File: config.mk
export PLATFORM = sky130hd
export DESIGN_NAME = adc_channel_result_config
export DESIGN_NICKNAME = d
export VERILOG_FILES = /design/src/adc_channel_result_config.v /design/src/pin_config_decode.v
export VERILOG_INCLUDE_DIRS = /design/src /design/src/src
export SDC_FILE = /design/constraint.sdc
export NUM_CORES = 1
export LEC_CHECK = 0
export BUFFER_PORTS_ARGS = -buffer_cell sky130_fd_sc_hd__buf_2
export CORE_UTILIZATION = 50
export CTS_CLUSTER_SIZE = 30
export DETAILED_ROUTE_END_ITERATION = 7
export GPL_TIMING_DRIVEN = 0
export PLACE_DENSITY = 0.8
export SLEW_MARGIN = 40
export SYNTH_ARGS = -nofsm -noshare
export SYNTH_HDL_FRONTEND = slang
export SYNTH_SLANG_ARGS = --single-unit
File: constraint.sdc
create_clock -name clock_in -period 3.36 [get_ports clock_in]
set_clock_uncertainty 0.05 [all_clocks]
set_input_delay 0.504 -clock clock_in [delete_from_list [all_inputs] [get_ports clock_in]]
set_output_delay 0.504 -clock clock_in [all_outputs]
set_load 0.05 [all_outputs]
File: src/adc_regs_map.vh
`ifndef ADC_REGS_MAP_VH
`define ADC_REGS_MAP_VH

// Byte addresses in the CPU data space
`define ADDR_RESULT_LO 16'hFF18
`define ADDR_RESULT_HI 16'hFF19
`define ADDR_PORT2_DIR 16'hFF22
`define ADDR_PORT8_DIR 16'hFF28
`define ADDR_REF_CTRL 16'hFF2E
`define ADDR_PIN_CFG 16'hFF2F
`define ADDR_CHAN_SEL 16'hFF39

// Reset values
`define RST_RESULT_WORD 16'h0000
`define RST_RESULT_BYTE 8'h00
`define RST_PORT_DIR 8'hFF
`define RST_REF_CTRL 8'h00
`define RST_PIN_CFG 8'h10
`define RST_CHAN_SEL 8'h00

// Field positions and widths
`define BIT_NEG_REF 7
`define BIT_BOOSTER 1
`define PIN_CFG_W 5
`define CHAN_W 4
`define PORT8_IMPL_W 4

// Number of shared analog/digital pins
`define NUM_PINS 12

`endif

File: src/adc_channel_result_config.v
// Behaviour
// Software rewrites trigger config only when stopped
// Reference bit 7 picks negative reference source
// Reference bit 1 enables booster; others zero
// Software waits 10 us after booster enable
// Software waits 1 us before run bit
// Result word: upper four bits read zero
// Conversion end copies approximation register to result
// Low byte at FF18H, byte result (bits 11:4) at FF19H
// Result word read whole, resets to zero
// Byte result holds top eight bits
// Byte read of FF19H returns bits 11:4
// Mode/channel/pin writes may corrupt results
// Four-bit channel code selects analog input
// Software writes zeros to channel bits 7:4
// Pin config count sets digital pins in order
// Pin config resets 10H; bits 7:5 zero
// Pin config written by byte only
// Analog pins need direction bit set to input
// Direction resets FFH; unimplemented bits read one
// Analog pin port read returns zero
// Software never selects a digital pin
// Selected analog input pin converted; prohibited combos
// Mode bit 7 is the conversion run bit
// Both result registers load in same cycle
// Prohibited codes are stored as written
`timescale 1ns/1ps
`include "adc_regs_map.vh"
module adc_channel_result_config #(
    parameter PORT2_PINS = 8
) (
    input wire clock_in,
    input wire nrst_in,
    input wire clk_en_in,
    // CPU data bus
    input wire [15:0] addr_in,
    input wire [15:0] wdata_in,
    input wire wr_in,
    input wire rd_in,
    input wire word_in,
    output reg [15:0] rdata_out,
    output wire hit_out,
    // Converter core side
    input wire conversion_run_bit_in,
    input wire conv_done_in,
    input wire [11:0] successive_approx_reg_in,
    input wire [2:0] amplifier_enable_bit_in,
    // Port pins for the shared functions
    input wire [7:0] port2_pins_in,
    input wire [3:0] port8_pins_in,
    output wire [7:0] port2_read_out,
    output wire [3:0] port8_read_out,
    output wire [7:0] port2_direction_out,
    output wire [7:0] port8_direction_out,
    output wire neg_reference_select_out,
    output wire booster_enable_out,
    output wire [3:0] input_channel_select_out,
    output wire [11:0] analog_mask_out,
    output wire [11:0] pin_convert_out,
    output wire config_fault_out,
    output wire write_while_running_out
);
    reg [15:0] conversion_result_word_reg;
    reg [7:0] conversion_result_high_byte_reg;
    reg [7:0] port2_direction_reg;
    reg [3:0] port8_direction_reg;
    reg neg_ref_reg;
    reg booster_reg;
    reg [3:0] chan_reg;
    reg [4:0] pin_cfg_reg;
    reg [7:0] p2_meta_reg;
    reg [7:0] p2_sync_reg;
    reg [3:0] p8_meta_reg;
    reg [3:0] p8_sync_reg;
    reg run_reg;
    reg [11:0] chan_onehot;
    reg [15:0] rd_next;
    reg hit;
    wire [11:0] analog_mask;
    wire [11:0] dir_in_mask;
    wire [11:0] pin_sync;
    wire wr_byte;

    assign wr_byte = wr_in & ~word_in;

    // Count-to-mask decode kept apart so it can be reused by the pin mux
    pin_config_decode u_decode (
        .pin_cfg_in(pin_cfg_reg),
        .analog_mask_out(analog_mask)
    );

    // Register writes; result registers are read-only
    always @(posedge clock_in or negedge nrst_in) begin
        if (!nrst_in) begin
            port2_direction_reg <= `RST_PORT_DIR;
            port8_direction_reg <= 4'hF;
            neg_ref_reg <= 1'b0;
            booster_reg <= 1'b0;
            chan_reg <= 4'h0;
            pin_cfg_reg <= 5'h10;
        end else if (clk_en_in && wr_byte) begin
            case (addr_in)
                `ADDR_PORT2_DIR: port2_direction_reg <= wdata_in[7:0];
                `ADDR_PORT8_DIR: port8_direction_reg <= wdata_in[3:0];
                `ADDR_REF_CTRL: begin
                    neg_ref_reg <= wdata_in[`BIT_NEG_REF];
                    booster_reg <= wdata_in[`BIT_BOOSTER];
                end
                // Upper bits dropped; prohibited codes kept as written
                `ADDR_CHAN_SEL: chan_reg <= wdata_in[3:0];
                `ADDR_PIN_CFG: pin_cfg_reg <= wdata_in[4:0];
                default: ;
            endcase
        end
    end

    // Both results load from one completed value in one cycle
    always @(posedge clock_in or negedge nrst_in) begin
        if (!nrst_in) begin
            conversion_result_word_reg <= `RST_RESULT_WORD;
            conversion_result_high_byte_reg <= `RST_RESULT_BYTE;
        end else if (clk_en_in && conv_done_in) begin
            conversion_result_word_reg <=
                {4'h0, successive_approx_reg_in};
            conversion_result_high_byte_reg <=
                successive_approx_reg_in[11:4];
        end
    end

    // Two-stage synchroniser for the pin levels
    always @(posedge clock_in or negedge nrst_in) begin
        if (!nrst_in) begin
            p2_meta_reg <= 8'h00;
            p2_sync_reg <= 8'h00;
            p8_meta_reg <= 4'h0;
            p8_sync_reg <= 4'h0;
            run_reg <= 1'b0;
        end else if (clk_en_in) begin
            p2_meta_reg <= port2_pins_in;
            p2_sync_reg <= p2_meta_reg;
            p8_meta_reg <= port8_pins_in;
            p8_sync_reg <= p8_meta_reg;
            run_reg <= conversion_run_bit_in;
        end
    end

    // Shared pin order: 0..6 on port 2, 8..11 on port 8, 15 on port 2 bit 7
    assign pin_sync = {p2_sync_reg[7], p8_sync_reg, p2_sync_reg[6:0]};
    assign dir_in_mask = {port2_direction_reg[7], port8_direction_reg,
                          port2_direction_reg[6:0]};

    // Channel code to pin index; prohibited codes select nothing
    always @* begin
        chan_onehot = 12'h000;
        case (chan_reg)
            4'h0, 4'h1, 4'h2, 4'h3, 4'h4, 4'h5, 4'h6:
                chan_onehot[chan_reg[2:0]] = 1'b1;
            4'h8: chan_onehot[7] = 1'b1;
            4'h9: chan_onehot[8] = 1'b1;
            4'hA: chan_onehot[9] = 1'b1;
            4'hB: chan_onehot[10] = 1'b1;
            4'hF: chan_onehot[11] = 1'b1;
            default: chan_onehot = 12'h000;
        endcase
    end

    // A pin converts only when analog, input and selected
    genvar g;
    generate
        for (g = 0; g < `NUM_PINS; g = g + 1) begin : g_pin
            assign pin_convert_out[g] = analog_mask[g] & dir_in_mask[g] &
                chan_onehot[g];
        end
    endgenerate

    // Amplifier pins are 1,4,9 (indices 1,4,8); digital + amp is illegal
    assign config_fault_out =
        (amplifier_enable_bit_in[0] & ~analog_mask[1]) |
        (amplifier_enable_bit_in[1] & ~analog_mask[4]) |
        (amplifier_enable_bit_in[2] & ~analog_mask[8]) |
        (|(chan_onehot & ~analog_mask));

    // Flags a mode-side hazard for software debug; the block does not block
    assign write_while_running_out = run_reg & wr_in &
        ((addr_in == `ADDR_CHAN_SEL) | (addr_in == `ADDR_PIN_CFG));

    // Analog-configured pins read back as zero
    assign port2_read_out = {p2_sync_reg[7] & ~analog_mask[11],
                             p2_sync_reg[6:0] & ~analog_mask[6:0]};
    assign port8_read_out = p8_sync_reg & ~analog_mask[10:7];

    // Read decode; byte at FF19H returns the 8-bit result
    always @* begin
        rd_next = 16'h0000;
        hit = 1'b1;
        case (addr_in)
            `ADDR_RESULT_LO:
                rd_next = word_in ? conversion_result_word_reg
                    : {8'h00, conversion_result_word_reg[7:0]};
            `ADDR_RESULT_HI:
                rd_next = {8'h00, conversion_result_high_byte_reg};
            `ADDR_PORT2_DIR: rd_next = {8'h00, port2_direction_reg};
            `ADDR_PORT8_DIR:
                rd_next = {8'h00, 4'hF, port8_direction_reg};
            `ADDR_REF_CTRL:
                rd_next = {8'h00, neg_ref_reg, 5'h00, booster_reg,
                           1'b0};
            `ADDR_PIN_CFG: rd_next = {8'h00, 3'h0, pin_cfg_reg};
            `ADDR_CHAN_SEL: rd_next = {8'h00, 4'h0, chan_reg};
            default: hit = 1'b0;
        endcase
    end

    // Read data registered, valid the cycle after rd_in
    always @(posedge clock_in or negedge nrst_in) begin
        if (!nrst_in) begin
            rdata_out <= 16'h0000;
        end else if (clk_en_in && rd_in) begin
            rdata_out <= rd_next;
        end
    end

    assign hit_out = hit & (rd_in | wr_in);
    assign port2_direction_out = port2_direction_reg;
    assign port8_direction_out = {4'hF, port8_direction_reg};
    assign neg_reference_select_out = neg_ref_reg;
    assign booster_enable_out = booster_reg;
    assign input_channel_select_out = chan_reg;
    assign analog_mask_out = analog_mask;
endmodule // adc_channel_result_config

File: src/pin_config_decode.v
`timescale 1ns/1ps
module pin_config_decode (
    input wire [4:0] pin_cfg_in,
    output reg [11:0] analog_mask_out
);
    localparam [4:0] NPINS = 5'h0C;
    reg [4:0] cnt;
    integer i;

    // Map the configuration code to a count of digital pins; the list of
    // pins is ordered 0..6, 8..11, 15 so the count maps directly
    always @* begin
        cnt = 5'h00;
        case (pin_cfg_in)
            5'h00, 5'h01, 5'h02, 5'h03, 5'h04, 5'h05, 5'h06:
                cnt = pin_cfg_in;
            5'h08, 5'h09, 5'h0A, 5'h0B:
                cnt = pin_cfg_in - 5'h01;
            5'h0F: cnt = 5'h0B;
            5'h10: cnt = NPINS;
            default: cnt = 5'h00; // Prohibited codes: count 0, all pins analog
        endcase
        analog_mask_out = 12'h000;
        for (i = 0; i < 12; i = i + 1) begin
            analog_mask_out[i] = (i >= cnt);
        end
    end
endmodule // pin_config_decode
## Yosys cells after proc, flatten, opt, wreduce, memory -nomap -nowiden

Index checks and enable logic that the tools add are counted.

- Register bits: 84
- Bits in latches: 0
- Bits in writable memories: 0
- Memory bits (read-only): 0
- Input bits: 67
- Memories: 0

- Add/subtract/negate cells: 1
- $mul: 0
- Div/mod/pow operators: 0
- Order comparisons: 14
- Equal/unequal tests: 30
- Shift operators: 0
- Muxes and demuxes: 12
- Bitwise gates (word level): 48
- Reduce and logical (&&, ||, !) cells: 16

Operators by type and width:

| kind | number |
|---|---|
| $eq A16 B16 Y1 const B | 7 |
| $pmux W12 S7 | 1 |
| $and A1 B1 Y1 | 32 |
| $eq A5 B4 Y1 const B | 5 |
| $reduce_or A7 Y1 | 3 |
| $eq A4 B4 Y1 const B | 5 |
| $ge A3 B5 Y1 const A | 4 |
| $ge A4 B5 Y1 const A | 4 |
| $pmux W5 S4 | 1 |
| $eq A5 B3 Y1 const B | 3 |
| $and A12 B12 Y12 | 1 |
| $eq A4 B3 Y1 const B | 3 |
| $mux W12 | 1 |
| $not A12 Y12 | 1 |
| $reduce_or A12 Y1 | 1 |
| $eq A5 B2 Y1 const B | 2 |
| $ge A1 B5 Y1 const A | 2 |
| $ge A2 B5 Y1 const A | 2 |
| $reduce_and A2 Y1 | 5 |
| $eq A4 B2 Y1 const B | 2 |
| $and A7 B7 Y7 | 1 |
| $mux W7 | 1 |
| $not A7 Y7 | 1 |
| $mux W1 | 6 |
| other kinds (16) | 27 |

## Longest topological paths before layout

- Depth after elaboration: 9
- Gate-level depth with buffers: 10
- Mapped depth without buffers: 10

## Hierarchy

Synthesis repeated with hierarchy kept, for this count alone.

- Cell total of the unflattened synthesis: 367
- Area, all modules: 4141.5 µm²

Modules (own cells, without submodules):

| module | instances | cells an instance | area an instance (µm²) | seq. area each (µm²) |
|---|---|---|---|---|
| adc_channel_result_config | 1 | 312 | 3719.8 | 1818.0 |
| pin_config_decode | 1 | 55 | 421.7 | 0.0 |

## Worst setup path before layout

No wires, ideal clock.

- Path kind: register to output
- Start: reg pin_cfg_reg[1]
- End: out pin_convert_out[6]
- Data arrival time: 4.129 ns
- Data required time: 2.806 ns
- Setup slack: -1.323 ns
- Stages on the path, launching flop included: 8
- Cells stage by stage: dfrtp_1 > inv_1 > ha_1 > nor4_4 > nor2_2 > a32oi_1 > nor2_1 > a2111oi_0

- Longest elaborated chain between the ends: 6
- Elaborated cells between the ends (all ways): 20
- Classes of those cells: 1 x add/sub; 1 x order compare; 12 x eq/ne; 1 x mux; 2 x bitwise; 3 x reduce/logical

Ends and longest elaborated chain:

| what | line | text |
|---|---|---|
| from (decl) | adc_channel_result_config.v:70 | `reg [4:0] pin_cfg_reg;` |
| from (signal assigned) | adc_channel_result_config.v:111 | `` `ADDR_PIN_CFG: pin_cfg_reg <= wdata_in[4:0]; `` |
| branches (longest 2 deep; another with $sub A5 B1 Y5) | - |  |
| $pmux W5 S4 * | pin_config_decode.v:14 | `case (pin_cfg_in)` |
| $ge A3 B5 Y1 * | pin_config_decode.v:25 | `analog_mask_out[i] = (i >= cnt);` |
| $and A1 B1 Y1 * (2 in a row) | adc_channel_result_config.v:171 | `assign pin_convert_out[g] = analog_mask[g] & dir_in_mask[g] &` |
| to (decl) | adc_channel_result_config.v:59 | `output wire [11:0] pin_convert_out,` |

Every way passes the cells marked *.

## Final worst setup path

- Start: reg pin_cfg_reg[0]
- End: out config_fault_out

- Longest elaborated chain between the ends: 9
- Elaborated cells between the ends (all ways): 41
- Classes of those cells: 1 x add/sub; 12 x order compare; 12 x eq/ne; 1 x mux; 11 x bitwise; 4 x reduce/logical

Ends and longest elaborated chain:

| what | line | text |
|---|---|---|
| branches (longest 2 deep; another with $sub A5 B1 Y5) | - |  |
| $pmux W5 S4 * | pin_config_decode.v:14 |  |
| $ge A1 B5 Y1 or $ge A3 B5 Y1 (tied branches) | pin_config_decode.v:25 |  |
| $not A1 Y1, on equally long branches | adc_channel_result_config.v:178, adc_channel_result_config.v:179 |  |
| $and A1 B1 Y1, on equally long branches | adc_channel_result_config.v:178, adc_channel_result_config.v:179 |  |
| $or A1 B1 Y1 | adc_channel_result_config.v:178 | `(amplifier_enable_bit_in[0] & ~analog_mask[1]) \|` |
| $or A1 B1 Y1 | adc_channel_result_config.v:179 | `(amplifier_enable_bit_in[1] & ~analog_mask[4]) \|` |
| $or A1 B1 Y1 * | adc_channel_result_config.v:180 | `(amplifier_enable_bit_in[2] & ~analog_mask[8]) \|` |
| to (decl) | adc_channel_result_config.v:60 | `output wire config_fault_out,` |

Marks and branches as above.

==> metrics.cfg <==
[synth]
ys_ff_latch = 72
synthArstFlopShare_pct = 100.0
netlist_area_mm2 = 0.004025
netlist_instances = 365
synth_top_area_share_pct = 36.68
synth-edff-count = 0
yosysWarnings = 0
post-synth-top-area-cell = dfrtp_1
synthDistinctLibCells = 65
ys_seq_area_share_pct = 45.17
synthFlopType = dfrtp_1
ys_top_cells_by_area = dfrtp_1 (37%), mux2_2 (13%), dfstp_2 (8.5%), nand2_1 (4.1%), mux2_4 (3.0%)
synth.avg_cell_area_um2 = 11.03

[global_routing]
grt_max_degree = 48
antenna_found_initial = 0
grt_pass1_vias = 3691
gr-usage-all-layers_pct = 28.52
grt_overflow_total = 0
grt_pass1_wl_um = 18550

[job]
maxCapViolations = 0

[cells_and_area]
regArea_mm2 = 0.001821
nFillCells = 585
n_antenna_cell = 0
syn_to_final_growth_pct = 34.91
most-common-layout-cells = buf_2 (120), dfrtp_1 (57), mux2_2 (48)
multi_input_area_mm2 = 0.002257
fin_util_pct = 69.91
top_register = rdata_out
nets = 601
drive_above_1_share_pct = 54.12
layout_commonest_cell = buf_2
largest_reg_flops = 12
fin_cells = 636

[die]
dieHeight_um = 91.73
die_w_um = 91.73
start_util_pct = 51.82
core_mm2 = 0.007767
fp-row-count = 32
num_io_pins = 144
dieArea_mm2 = 0.008413

[sta]
post-route-period-util_pct = 107.3
fmax_ghz = 0.2774
fin_crit_ns = 3.605
setup_violations = 6
slew_headroom_pct = 43.94
rsz0062_at_grt = yes
slew_violations = 0
worst_slack_ns = -0.2449
tightest_slew_ns = 0.8352
hold_viol = 0

[pwr]
p_leak_nw = 2.523
finalPower_mw = 1.892
peakVddDrop_mv = 0.2728
powerDensity_mw_per_mm2 = 348.4

[placed_design]
globalplace.congestion = 0.9301
hpwl_um = 8363
dp_cells = 600
io_buffer_count = 126

[worst_hold_path]
hold_path_class = primary input to register

[drt]
viasPerCell = 5.824
dr_total_vias = 3704
firstDrtPassIters = 5
routed_wl_um = 12170
postRouteAntennaNets = 0
wl_per_cell_um = 19.14
drcViolationCount = 0
drtIter0Drc = 462

[worst_setup_path]
endpoint_kind = output port
ff2ff_setup_slack_ns = 1.83
cp_max_fo = 7
worstSetupPathType = register to output port
cp.arrival_ns = 3.05
critPathLaunchType = register
required_ns = 2.81

[clocking]
clk_pin_slew_ns = 0.09
cts_tree = done
root_buffer = clkbuf_8
h-tree-depth = 3
cts_sinks = 72
cts_buffers = 9
worstSkewPairLatency_ns = 0.36
cts.path.max_buffers = 2

[outcome]
violations = negative setup slack
status = finished with violations

## worst max-delay path: stages (launching register included)
cell     delay (ns)
dfrtp_2        0.46
inv_1          0.16
ha_2           0.30
nor4_4         0.08
nor4_1         0.31
or2_1          0.25
inv_4          0.10
buf_4          0.15
nor3_1         0.11
o21ai_0        0.09
a311o_1        0.38
nand4_1        0.13
buf_6          0.17
## stage by stage
step / setup slack [ns] / hold slack [ns] / setup TNS [ns] / instance area [um^2]
CTS: -0.04789 / 0.3171 / -0.09230 / 5263
floorplan: -0.07196 / 0.1584 / -0.1296 / 4104
detailed placement: 0.02071 / 0.3339 / 0 / 4896
finish: -0.2449 / 0.3199 / -0.4345 / 5430
global route: -0.3031 / 0.3176 / -1.605 / 5430
global placement: -0.07915 / 0.4183 / -0.1185 / 4862
## synth_stat cells (4+ instances only)
master	count
mux2i_1	4
clkbuf_1	9
and3_1	4
nor3_1	7
inv_1	13
and2_1	6
nand3_1	7
mux2_1	5
mux2_2	48
dfrtp_1	59
nor2b_1	6
a21oi_1	8
dfstp_2	13
o21ai_1	12
buf_4	8
o21ai_0	9
a221oi_1	7
mux2_4	8
ha_1	5
nand2_1	44
nor2_1	22
## repair_timing
item / in CTS / in global routing
pin swaps: 8 / 14
gates resized for setup: 15 / 30
hold endpoints to repair: 17 / 0
setup endpoints to repair: 13 / 13
hold buffers: 1 / 0
setup buffers: 13 / 6
## area by class of cell
cell class,instances,share of cell area [%]
multi-input cells,265,41.57
flip-flops and latches,72,33.53
repair buffers,147,15.94
clock buffers,10,2.350
well taps,102,2.350
plain buffers,20,1.982
clock inverters,6,1.267
inverters,14,1.014
## cell families after synthesis
family	Yosys count	synth area share, %
DFF	72	45.17
adders and majority gates	5	1.554
muxes	65	18.81
and+or+nand+nor	128	19.30
xor gates and xnor gates	2	0.4353
other	2	0.1866
AOI/OAI and AO/OA	57	10.57
buffers and inverters	34	3.979
## per-layer routing
metal / part of all wire (%) / track usage [%] / vias to the layer above
li1: - / - / 1626
met1: 38 / 36.58 / 1790
met2: 49 / 47.24 / 230
met3: 9.0 / 4.643 / 58
met4: 4.3 / 13.41 / 0
met5: 0 / 0 / -
## where the power goes
group | total [mW] | internal, mW | switching [mW]
combinational | 0.225 | 0.109 | 0.116
clock | 0.706 | 0.346 | 0.360
sequential | 0.961 | 0.927 | 0.0345
## final timing paths
kind / start / endpoint / cells past startpoint
max: pin_cfg_reg[0] / config_fault_out / 12
min: successive_approx_reg_in[1] / conversion_result_word_reg[1] / 2
max reg2reg: input_channel_select_out[1] / rdata_out[1] / 5
min reg2reg: rdata_out[3] / rdata_out[3] / 2
min in group asynchronous: nrst_in / conversion_result_high_byte_reg[6] / 2
max in group asynchronous: nrst_in / port2_direction_out[5] / 3
Note: power is estimated with default switching activity, not from simulation.
